===== config.mk =====
export PLATFORM = sky130hd
export DESIGN_NAME = dcs_top
export DESIGN_NICKNAME = d
export VERILOG_FILES = /design/src/pkg/dcs_pkg.sv /design/src/hdl/dcs_top.sv
export SDC_FILE = /design/constraint.sdc
export NUM_CORES = 1
export LEC_CHECK = 0
export ABC_AREA = 1
export BUFFER_PORTS_ARGS = -buffer_cell sky130_fd_sc_hd__buf_2
export CORE_MARGIN = 5
export CORE_UTILIZATION = 25
export CTS_BUF_LIST = sky130_fd_sc_hd__clkbuf_8
export CTS_CLUSTER_DIAMETER = 120
export CTS_CLUSTER_SIZE = 14
export DETAILED_ROUTE_END_ITERATION = 8
export SYNTH_ARGS = -nofsm -noshare
export SYNTH_HDL_FRONTEND = slang
export SYNTH_SLANG_ARGS = --single-unit

===== constraint.sdc =====
create_clock -name clk_i -period 1.3 [get_ports clk_i]
set_clock_uncertainty 0.05 [all_clocks]
set_input_delay 0.065 -clock clk_i [delete_from_list [all_inputs] [get_ports clk_i]]
set_output_delay 0.065 -clock clk_i [all_outputs]
set_load 0.02 [all_outputs]

===== src/pkg/dcs_pkg.sv =====
// package for the drive command source select block
// Notes on behaviour
// station address range depends on protocol; default address is 1.
// serial-link writes of the station address are refused; panel only.
// rate code 0..5 means 300..9600 bit/s; default code 5.
// serial-link writes of the rate code are ignored; panel only.
// the serial master runs at the configured rate; no rate detection.
// selector code 0 input, 1 serial, 2 and-merge, 3 or-merge; default 3.
// serial-only mode follows the serial bit and ignores the input.
// and-merge activates the command only if the input requests it too.
// coast input and control bit 03 are active low.
// coast merge: 2 coasts when both low, 3 runs when both high.
// quick-stop input and control bit 04 are active low.
// quick-stop uses the same four-mode merge as coasting.
// brake has its own four-mode selector, same codes, default or-merge.
// brake input and control bit 02 are active low.
// merged outputs are registered so selector changes act glitch free.
package dcs_pkg;

  typedef enum logic [1:0] {
    DCS_SRC_INPUT  = 2'b00,
    DCS_SRC_SERIAL = 2'b01,
    DCS_SRC_AND    = 2'b10,
    DCS_SRC_OR     = 2'b11
  } dcs_src_t;

  typedef enum logic [1:0] {
    DCS_PROTO_NATIVE = 2'b00,
    DCS_PROTO_BAS    = 2'b01,
    DCS_PROTO_RSVD   = 2'b10,
    DCS_PROTO_MODBUS = 2'b11
  } dcs_proto_t;

  // wishbone register offsets (byte addresses)
  localparam logic [3:0] DCS_ADR_CFG    = 4'h0;
  localparam logic [3:0] DCS_ADR_SEL    = 4'h4;
  localparam logic [3:0] DCS_ADR_CTRL   = 4'h8;
  localparam logic [3:0] DCS_ADR_STATUS = 4'hc;

  // field positions
  localparam int DCS_CFG_ADDR_LSB  = 0;
  localparam int DCS_CFG_RATE_LSB  = 8;
  localparam int DCS_CFG_PROTO_LSB = 12;
  localparam int DCS_CFG_REJ_BIT   = 16;
  localparam int DCS_SEL_COAST_LSB = 0;
  localparam int DCS_SEL_QSTOP_LSB = 2;
  localparam int DCS_SEL_BRAKE_LSB = 4;
  localparam int DCS_CW_BRAKE_BIT  = 2;
  localparam int DCS_CW_COAST_BIT  = 3;
  localparam int DCS_CW_QSTOP_BIT  = 4;

  // reset values
  localparam logic [7:0]  DCS_ADDR_RST  = 8'h01;
  localparam logic [2:0]  DCS_RATE_RST  = 3'h5;
  localparam dcs_src_t    DCS_SRC_RST   = DCS_SRC_OR;
  localparam dcs_proto_t  DCS_PROTO_RST = DCS_PROTO_NATIVE;
  localparam logic [15:0] DCS_CW_RST    = 16'hffff;

  // address limits per protocol
  localparam logic [7:0] DCS_NATIVE_MIN = 8'h00;
  localparam logic [7:0] DCS_NATIVE_MAX = 8'hf7;
  localparam logic [7:0] DCS_BAS_MIN    = 8'h01;
  localparam logic [7:0] DCS_BAS_MAX    = 8'hff;
  localparam logic [7:0] DCS_MODBUS_MIN = 8'h01;
  localparam logic [7:0] DCS_MODBUS_MAX = 8'hf7;
  localparam logic [2:0] DCS_RATE_MAX   = 3'h5;

  // bit rates per code
  localparam logic [13:0] DCS_BAUD_300  = 14'd300;
  localparam logic [13:0] DCS_BAUD_600  = 14'd600;
  localparam logic [13:0] DCS_BAUD_1200 = 14'd1200;
  localparam logic [13:0] DCS_BAUD_2400 = 14'd2400;
  localparam logic [13:0] DCS_BAUD_4800 = 14'd4800;
  localparam logic [13:0] DCS_BAUD_9600 = 14'd9600;

  typedef struct packed {
    logic coast_n;
    logic qstop_n;
    logic brake_n;
  } dcs_cmd_t;

endpackage


===== src/hdl/dcs_top.sv =====
// drive command source select: configuration registers and command merge
//
// Added by the designer: the Wishbone interface to the registers and the address map.
`timescale 1ns/1ps
module dcs_top
  import dcs_pkg::*;
(
  input  wire logic        clk_i,
  input  wire logic        rst_i,
  input  wire logic        wb_cyc_i,
  input  wire logic        wb_stb_i,
  input  wire logic        wb_we_i,
  input  wire logic [3:0]  wb_adr_i,
  input  wire logic [3:0]  wb_sel_i,
  input  wire logic [31:0] wb_dat_i,
  output logic      [31:0] wb_dat_o,
  output logic             wb_ack_o,
  input  wire logic        panel_we_i,
  input  wire logic [7:0]  panel_addr_i,
  input  wire logic [2:0]  panel_rate_i,
  input  wire logic [1:0]  panel_proto_i,
  input  wire dcs_cmd_t    din_n_i,
  output logic      [7:0]  station_addr_o,
  output logic      [2:0]  rate_code_o,
  output logic      [13:0] baud_o,
  output dcs_cmd_t         cmd_n_o
);

  logic [7:0]  station_addr;
  logic [2:0]  rate_code;
  dcs_proto_t  proto;
  dcs_src_t    sel_coast;
  dcs_src_t    sel_qstop;
  dcs_src_t    sel_brake;
  logic [15:0] ctrl_word;
  logic        cfg_rejected;
  dcs_cmd_t    cmd_n;
  logic        bus_req;
  logic        bus_wr;
  logic        addr_ok;
  logic [7:0]  lo;
  logic [7:0]  hi;
  logic [31:0] next_rdata;
  dcs_cmd_t    next_cmd_n;
  dcs_proto_t  panel_proto;

  assign panel_proto = dcs_proto_t'(panel_proto_i);
  assign bus_req = wb_cyc_i && wb_stb_i && !wb_ack_o;
  assign bus_wr  = bus_req && wb_we_i;

  // address limits follow the protocol being configured alongside it
  always_comb begin
    case (panel_proto)
      DCS_PROTO_NATIVE: begin
        lo = DCS_NATIVE_MIN;
        hi = DCS_NATIVE_MAX;
      end
      DCS_PROTO_BAS: begin
        lo = DCS_BAS_MIN;
        hi = DCS_BAS_MAX;
      end
      DCS_PROTO_MODBUS: begin
        lo = DCS_MODBUS_MIN;
        hi = DCS_MODBUS_MAX;
      end
      default: begin
        lo = DCS_NATIVE_MIN;
        hi = DCS_NATIVE_MAX;
      end
    endcase
    addr_ok = (panel_addr_i >= lo) && (panel_addr_i <= hi);
  end

  // panel writes a whole set; out-of-range address or rate leaves all unchanged
  always_ff @(posedge clk_i) begin
    if (rst_i) begin
      station_addr <= DCS_ADDR_RST;
      rate_code    <= DCS_RATE_RST;
      proto        <= DCS_PROTO_RST;
    end else if (panel_we_i && addr_ok && panel_rate_i <= DCS_RATE_MAX
                 && panel_proto != DCS_PROTO_RSVD) begin
      station_addr <= panel_addr_i;
      rate_code    <= panel_rate_i;
      proto        <= panel_proto;
    end
  end

  // bus writes to the config word never touch address or rate; they only flag it
  always_ff @(posedge clk_i) begin
    if (rst_i) begin
      cfg_rejected <= 1'b0;
    end else if (bus_wr && wb_adr_i == DCS_ADR_CFG && wb_sel_i != 4'h0) begin
      cfg_rejected <= 1'b1;
    end else if (bus_wr && wb_adr_i == DCS_ADR_STATUS && wb_sel_i[0] && wb_dat_i[0]) begin
      cfg_rejected <= 1'b0;
    end
  end

  always_ff @(posedge clk_i) begin
    if (rst_i) begin
      sel_coast <= DCS_SRC_RST;
      sel_qstop <= DCS_SRC_RST;
      sel_brake <= DCS_SRC_RST;
    end else if (bus_wr && wb_adr_i == DCS_ADR_SEL && wb_sel_i[0]) begin
      sel_coast <= dcs_src_t'(wb_dat_i[DCS_SEL_COAST_LSB +: 2]);
      sel_qstop <= dcs_src_t'(wb_dat_i[DCS_SEL_QSTOP_LSB +: 2]);
      sel_brake <= dcs_src_t'(wb_dat_i[DCS_SEL_BRAKE_LSB +: 2]);
    end
  end

  always_ff @(posedge clk_i) begin
    if (rst_i) begin
      ctrl_word <= DCS_CW_RST;
    end else if (bus_wr && wb_adr_i == DCS_ADR_CTRL) begin
      if (wb_sel_i[0]) ctrl_word[7:0]  <= wb_dat_i[7:0];
      if (wb_sel_i[1]) ctrl_word[15:8] <= wb_dat_i[15:8];
    end
  end

  // all levels are active low: 0 asks for the stop action
  function automatic logic merge_n(input dcs_src_t mode, input logic din_n, input logic ser_n);
    case (mode)
      DCS_SRC_INPUT:  merge_n = din_n;
      DCS_SRC_SERIAL: merge_n = ser_n;
      DCS_SRC_AND:    merge_n = din_n | ser_n;
      DCS_SRC_OR:     merge_n = din_n & ser_n;
      default:        merge_n = din_n & ser_n;
    endcase
  endfunction

  always_comb begin
    next_cmd_n.coast_n = merge_n(sel_coast, din_n_i.coast_n, ctrl_word[DCS_CW_COAST_BIT]);
    next_cmd_n.qstop_n = merge_n(sel_qstop, din_n_i.qstop_n, ctrl_word[DCS_CW_QSTOP_BIT]);
    next_cmd_n.brake_n = merge_n(sel_brake, din_n_i.brake_n, ctrl_word[DCS_CW_BRAKE_BIT]);
  end

  // registered so a selector change cannot glitch the drive commands
  always_ff @(posedge clk_i) begin
    if (rst_i) begin
      cmd_n <= '{coast_n: 1'b0, qstop_n: 1'b0, brake_n: 1'b0};
    end else begin
      cmd_n <= next_cmd_n;
    end
  end

  always_comb begin
    next_rdata = 32'h0000_0000;
    case (wb_adr_i)
      DCS_ADR_CFG: begin
        next_rdata[DCS_CFG_ADDR_LSB +: 8]  = station_addr;
        next_rdata[DCS_CFG_RATE_LSB +: 3]  = rate_code;
        next_rdata[DCS_CFG_PROTO_LSB +: 2] = proto;
      end
      DCS_ADR_SEL: begin
        next_rdata[DCS_SEL_COAST_LSB +: 2] = sel_coast;
        next_rdata[DCS_SEL_QSTOP_LSB +: 2] = sel_qstop;
        next_rdata[DCS_SEL_BRAKE_LSB +: 2] = sel_brake;
      end
      DCS_ADR_CTRL:   next_rdata[15:0] = ctrl_word;
      DCS_ADR_STATUS: begin
        next_rdata[0] = cfg_rejected;
        next_rdata[3:1] = {cmd_n.brake_n, cmd_n.qstop_n, cmd_n.coast_n};
      end
      default:        next_rdata = 32'h0000_0000;
    endcase
  end

  // one wait-free ack per request; unmapped reads return zero
  always_ff @(posedge clk_i) begin
    if (rst_i) begin
      wb_ack_o <= 1'b0;
      wb_dat_o <= 32'h0000_0000;
    end else begin
      wb_ack_o <= bus_req;
      wb_dat_o <= bus_req ? next_rdata : 32'h0000_0000;
    end
  end

  always_comb begin
    case (rate_code)
      3'h0:    baud_o = DCS_BAUD_300;
      3'h1:    baud_o = DCS_BAUD_600;
      3'h2:    baud_o = DCS_BAUD_1200;
      3'h3:    baud_o = DCS_BAUD_2400;
      3'h4:    baud_o = DCS_BAUD_4800;
      default: baud_o = DCS_BAUD_9600;
    endcase
  end

  assign station_addr_o = station_addr;
  assign rate_code_o    = rate_code;
  assign cmd_n_o        = cmd_n;

endmodule


==> impl_summary.log, run 1 <==
[metrics] number of port buffers: just under 90
[metrics] data required time of the worst path: 1190 ps
[metrics] yosys warns: 0
[metrics] clock tree from TritonCTS: built
[metrics] Critical R2R Launch: wb_ack_o
[metrics] R2R setup slack: 100 ps
[metrics] first-pass GRT wire length: about 12,000 um
[metrics] Final setup violation count: 5
[metrics] antenna diode count: 0
[metrics] Final Cycle Share: 112%
[metrics] RR Endpoint: ctrl_word[6]
[metrics] Pre-Repair DR Iteration Count: 4
[metrics] Static Leak: 0.00196 uW
[metrics] violated checks: negative setup slack
[metrics] via count of the first global-routing pass: 2,638
[metrics] number of vias after detailed routing: 2,688
[metrics] Clk Latency, worst-skew pair: around 300 ps
[metrics] via count normalized by instance count: ~4.2
[metrics] Critical Path Sink Type: output port
[metrics] area delta synth->final: 39.3%
[metrics] worst path arrival time: 1340 ps
[metrics] total congestion overflow: 0
[metrics] run status: finished, violations left
[metrics] endpoint of the worst hold-timing path: station_addr_o[0]
[metrics] antenna-violating nets left: 0
[metrics] die span in x: 114 um
[metrics] area of all sequential standard cells: 1130 um^2
[metrics] standard cell with the maximum stage delay on the critical path: dfxtp_4
[metrics] Cells after Synth: about 380
[metrics] number of register bits inferred by synthesis: 56
[metrics] prevailing post-synth register cell: dfxtp_1
[metrics] Reg clk slew, reported paths: 90 ps
[metrics] Register-to-Register Path Depth: 7
[metrics] post-synthesis cell type count: 31
[metrics] mean routed wirelength per cell: 11.9 um
[metrics] share of flip-flops with an asynchronous set or reset: 0%
[metrics] antenna violations before repair: 1
[metrics] worst min-delay path startpoint: panel_addr_i[0]
[metrics] pin count of the biggest net entering global routing: 17
[metrics] Post-synth EDFFs: 0
[metrics] register area share after synthesis: 41.6%
[metrics] maximum level of the CTS H-tree: 2
[metrics] final hold slack: 11.8 ps
[metrics] Sinks on Clock Net: 56
[metrics] synth top area cells: dfxtp_1 (42%), nand2_1 (15%), inv_1 (6.8%), nand3_1 (5.6%), nor2_1 (5.3%)
[metrics] Rows: 38
[metrics] Cell Pwr Density: 1000 nW/um^2
[metrics] sum of net half-perimeters after detailed placement: 5970 um
[metrics] mean cell area of the mapped netlist: between 7 and 8 um^2
[metrics] Placeable Area: 10,700 um^2
[metrics] Slowest Stage Delay on Critical Path: 380 ps
[metrics] DRC violation total after the first TritonRoute iteration: 225
[metrics] GRT Total Usage: 11.8%
[metrics] setup repair after global routing missed its margin: true
[metrics] final critical-path required period: 1450 ps
[metrics] worst voltage drop across the vdd grid: 502 uV
[metrics] category of the most critical setup path: reg2out
[metrics] Crit path top cell by count: nor2_4
[metrics] Final Cell Area: 3750 um^2
[metrics] worst-path cell chain: nor2_4, inv_2, nor2_4, or3_4, buf_6
[metrics] number of maximum-capacitance constraint violations: 0
[metrics] combined area of all synthesized cells: 2700 um^2
[metrics] area fraction of the dominant cell type after synthesis: a little over 40%
[metrics] buffer levels on the longest clock path: 2
[metrics] Cells on Worst Hold Path: 3
[metrics] area used by multi-input combinational logic: approximately 1300 um^2
[metrics] Inserted Clock Buffers: 5
[metrics] Fillers: between 1k and 1.5k
[metrics] total power draw: between 3000 and 4000 uW
[metrics] DRC violation count after routing: 0
[metrics] clock tree root buffer cell: clkbuf_8
[metrics] height of the die: around 110 um
[metrics] cell accounting for the most synthesized area: dfxtp_1
[metrics] RD Place Congestion: 0.799
[metrics] effective utilization at floorplan: 25.2%
[metrics] placed standard-cell area: 3290 um^2
[metrics] critical path peak fanout: 4
[metrics] full die area: between 10,000 and 15,000 um^2
[metrics] layout cell share with drive strength beyond 1: 31.2%
[metrics] NumNets Final: 566
[metrics] kind of launch point of the worst setup path: flop
[metrics] achievable frequency: 688 MHz
[metrics] I/O Pins: roughly 120
[metrics] total length of routed wires: between 7000 and 8000 um
[metrics] setup slack of the critical path after layout: -154 ps
[metrics] max-slew violations: 0
[metrics] Final Hold Vio Count: 0
[metrics] Hold/Removal Path Class: in2reg
-- worst max-delay path: cells and delay by family, from the launching register on --
kind,cells,cell delay (ps)
AND/OR/NAND/NOR,3,440
flip-flops,1,380
buffers and inverters,2,210
-- through the flow --
step                TNS, ps  util, %  instances  worst slack (ps)
CTS                    -527     34.6        641              -178
detailed placement    -1120     30.8        611              -106
finish                 -385     35.1        643              -154
global placement       -518     30.8        611             -50.6
global route           -838     35.1        643              -206
floorplan             -11.0        -        399             -11.0
-- cell usage after synthesis (4+ instances only) --
| master | number |
|---|---|
| o21ai_0 | 11 |
| a21oi_1 | 15 |
| nor2_2 | 4 |
| nand4_1 | 13 |
| inv_2 | 7 |
| inv_1 | 49 |
| buf_2 | 4 |
| nand3_4 | 4 |
| nand2_1 | 107 |
| nor2_1 | 38 |
| buf_4 | 18 |
| dfxtp_1 | 56 |
| nand3_1 | 30 |
-- registers in the layout (all words and copies together), names as in the netlist --
| register | flops |
|---|---|
| ctrl_word | 16 |
| sel_coast | 2 |
| sel_brake | 2 |
| rate_code_o | 3 |
| cmd_n_o | 3 |
| proto | 2 |
| cfg_rejected | 1 |
| wb_ack_o | 1 |
| station_addr_o | 8 |
| wb_dat_o | 16 |
| sel_qstop | 2 |
-- timing repair --
action | 4_1_cts | 5_1_grt
gates cloned | 1 | 1
setup endpoints to repair | 19 | 34
endpoints found under the hold margin | 25 | 0
buffers inserted | 4 | 1
hold buffers | 17 | 0
pin swaps | 3 | 4
resized for setup | 26 | 13
-- routing by layer --
metal  GRT usage (%)  up-vias  part of all wire, %
li1                -     1398                    -
met1            14.4     1196                   43
met2            20.1       80                   47
met3            3.66       12                  8.0
met4            3.56        2                  1.9
met5               0        -                0.091
-- cell type report --
type / instances / share of cell area [%]
sequential: 56 / 30.2
clock inverter: 1 / 0.800
tap: 140 / 4.67
timing repair buffer: 124 / 21.2
clock buffer: 7 / 2.57
multi-input combinational: 257 / 34.4
inverter: 58 / 6.23
-- layout by cell type, fill, tap and decap left out, drive strengths merged, types with 2 or more instances in the layout --
cell / synthesis / routed
clkinv: 1 / 2
nand3: 35 / 37
ha: 2 / 2
o21ai: 11 / 11
dfxtp: 56 / 56
nor2: 43 / 43
buf: 24 / 107
clkbuf: 6 / 7
nand4: 13 / 13
nand2: 109 / 109
a21oi: 16 / 16
inv: 57 / 56
o211ai: 3 / 3
dlygate4sd3: 0 / 17
conb: 1 / 18
a211oi: 2 / 2
-- cells by family after synthesis --
| group | Yosys count | share of synthesized area (%) |
|---|---|---|
| AOI/OAI and AO/OA | 34 | 7.38 |
| adders and majority gates | 2 | 0.928 |
| buffers and inverters | 88 | 16.2 |
| DFF | 56 | 41.6 |
| other | 1 | 0.139 |
| and+or+nand+nor | 201 | 33.8 |
-- worst max-delay path by stage --
stage                     cells past startpoint  slack, ps             start                 to
final                                         5       -150    rate_code_o[0]          baud_o[8]
after global routing                          4       -210    rate_code_o[2]          baud_o[8]
after CTS                                     4       -180    rate_code_o[1]          baud_o[8]
after detailed placement                     10       -110  panel_proto_i[1]           proto[1]
after global placement                       10        -50  panel_proto_i[1]  station_addr_o[1]
after floorplan                               3        -10    rate_code_o[2]          baud_o[8]
-- where the power goes --
part	switching, uW	internal (uW)
sequential	36.4	1760
combinational	439	299
clock	541	680
total	1020	2740
(Power assumes the default switching activity.)
==> run 2: changes to the inputs <==
SETUP_SLACK_MARGIN = 0.15   (was not set)
==> run 2 against run 1 <==
Net effect: the flow still finishes with violations (negative setup slack); setup slack worse by 33 ps; hold slack improved by 2.5 ps; design area is 11% higher; non-clock buffer count grew 4; sequential share of layout area decreased by 3.0 points; core utilization increased by 4.0 points; combinational power increased by 12%; flip-flop and latch count unchanged; die area unchanged; largest power group unchanged.
==> impl_summary.log, run 2 (same netlist as run 1, synthesis figures left out) <==
[metrics] run status: finished, violations left
[metrics] violated checks: negative setup slack
[metrics] maximum level of the CTS H-tree: 2 (unchanged)
[metrics] DRC violation count after routing: 0 (unchanged)
[metrics] worst voltage drop across the vdd grid: 588 uV (+17%)
[metrics] Critical Path Sink Type: output port
[metrics] setup repair after global routing missed its margin: true
[metrics] Final Hold Vio Count: 0 (unchanged)
[metrics] sum of net half-perimeters after detailed placement: 5890 um (-1.3%)
[metrics] pin count of the biggest net entering global routing: 28 (+11)
[metrics] Static Leak: 0.00215 uW (+9.7%)
[metrics] Register-to-Register Path Depth: 7 (unchanged)
[metrics] logic gate share of total power: 21.4% (+1.8 points)
[metrics] clock tree root buffer cell: clkbuf_8
[metrics] internal power of the cells: 2780 uW (+1.4%)
[metrics] full die area: 13,000 um^2 (unchanged)
[metrics] setup TNS: -546 ps (-161 ps)
[metrics] critical path peak fanout: 4 (unchanged)
[metrics] Psw: 1070 uW (+5.6%)
[metrics] Final Cycle Share: 114% (+2.5 points)
[metrics] total length of routed wires: 8270 um (+7.6%)
[metrics] Switching Fraction: 27.9% (+0.80 points)
[metrics] area delta synth->final: 54.9%
[metrics] setup slack of the critical path after layout: -187 ps (-33.1 ps)
[metrics] number of port buffers: 88 (unchanged)
[metrics] first-pass GRT wire length: 12,400 um (+0.39%)
[metrics] kind of launch point of the worst setup path: flop
[metrics] Cells on Worst Hold Path: 3 (unchanged)
[metrics] Hold/Removal Path Class: in2reg
[metrics] antenna violations before repair: 0 (-1)
[metrics] leading cell types in the layout, fill and taps excluded: buf_2 (75), nand2_1 (74), dfxtp_1 (52)
[metrics] part of the power in the clock network: 31.9% (-0.6 points)
[metrics] Sinks on Clock Net: 56 (unchanged)
[metrics] total congestion overflow: 0 (unchanged)
[metrics] via count of the first global-routing pass: 2,737 (+3.8%)
[metrics] mean routed wirelength per cell: 12.8 um (+6.8%)
[metrics] number of maximum-capacitance constraint violations: 0 (unchanged)
[metrics] height of the die: 114 um (unchanged)
[metrics] die span in x: 114 um (unchanged)
[metrics] most common cell after layout, fill and taps aside: buf_2
[metrics] achievable frequency: 672 MHz (-2.2%)
[metrics] final critical-path required period: 1490 ps (+33.1 ps)
[metrics] via count normalized by instance count: 4.27 (+2.1%)
[metrics] buffer levels on the longest clock path: 2 (unchanged)
[metrics] NumNets Final: 571 (+0.88%)
[metrics] Clk Latency, worst-skew pair: 300 ps (about the same)
[metrics] antenna diode count: 0 (unchanged)
[metrics] I/O Pins: 123 (unchanged)
[metrics] data required time of the worst path: 1190 ps (about the same)
[metrics] Rows: 38 (unchanged)
[metrics] Inserted Clock Buffers: 5 (unchanged)
[metrics] worst path arrival time: 1370 ps (+30 ps)
[metrics] max-slew violations: 0 (unchanged)
[metrics] final hold slack: 14.3 ps (+2.53 ps)
[metrics] sequential power share: 46.7% (-1.1 points)
[metrics] Pre-Repair DR Iteration Count: 4 (unchanged)
[metrics] Cell Pwr Density: 922 nW/um^2 (-7.8%)
[metrics] number of vias after detailed routing: 2,767 (+2.9%)
[metrics] layout cell share with drive strength beyond 1: 43.3% (+12 points)
[metrics] Final setup violation count: 6 (+1)
[metrics] Placeable Area: 10,700 um^2 (unchanged)
[metrics] GRT Total Usage: 11.7% (-0.074 points)
[metrics] effective utilization at floorplan: 25.2% (unchanged)
[metrics] antenna-violating nets left: 0 (unchanged)
[metrics] category of the most critical setup path: reg2out
[metrics] clock tree from TritonCTS: built
[metrics] DRC violation total after the first TritonRoute iteration: 124 (-45%)
[metrics] RD Place Congestion: 0.813 (+1.8%)
[metrics] Reg clk slew, reported paths: 100 ps (about the same)
[metrics] Post-Route Utilization: 39.1% (+4.0 points)
-- run 2: changes by cell type in the layout (fill, tap and decap cells not counted), sizes merged --
cell	change
clkinv	+1
buf	+4
nand3	+1
inv	-1
-- run 2: power groups by stage --
stage | combinational [uW] | clock, uW | sequential (uW)
2_1_floorplan | 390 | 0 | 1880
3_3_place_gp | 610 | 0 | 1840
3_5_place_dp | 619 | 0 | 1840
4_1_cts | 739 | 1260 | 1800
5_1_grt | 895 | 1340 | 1810
6_report | 825 | 1230 | 1800
-- run 2: layout make-up --
cell class | count | area [um^2]
well taps | 140 | 175
repair buffers | 128 | 881
flip-flops and latches | 56 | 1130
multi-input cells | 258 | 1600
clock inverters | 1 | 30.0
clock buffers | 7 | 96.3
fillers | 1076 | 6520
inverters | 58 | 258
-- run 2: stage by stage --
| step | total power (uW) | area, um^2 | instances | setup slack [ps] |
|---|---|---|---|---|
| 3_5_place_dp | 2460 | 3300 | 609 | -35.4 |
| 2_1_floorplan | 2260 | 2810 | 399 | 41.4 |
| 3_3_place_gp | 2450 | 3300 | 609 | -14.1 |
| 4_1_cts | 3800 | 3810 | 643 | -168 |
| 6_report | 3850 | 4180 | 648 | -187 |
| 5_1_grt | 4050 | 4180 | 648 | -243 |
-- run 2: path summary, 6_finish.rpt --
path,slack [ps],from,to
min,10,panel_addr_i[0],station_addr_o[0]
max reg2reg,80,wb_ack_o,ctrl_word[4]
max,-190,rate_code_o[0],baud_o[8]
min reg2reg,400,ctrl_word[15],wb_dat_o[15]
-- run 2: what timing repair did --
action,in CTS,in global routing
cloned,2,1
gates resized for setup,47,86
endpoints found under the setup margin,36,46
setup buffers,8,3
hold endpoints to repair,24,1
hold buffers,16,1
pin swaps,16,20
-- run 2: routing by layer --
metal	vias to the layer above	part of all wire [%]	GRT usage (%)
li1	1415	-	-
met1	1271	40	13.7
met2	75	51	21.1
met3	6	7.3	3.66
met4	0	0.96	2.45
met5	-	0	0
-- run 2: worst max-delay path: stages, from the launching register on --
cell and delay [ps]:
dfxtp_4 370, nor2_4 160, nor2_4 40, or3_4 360, buf_6 140
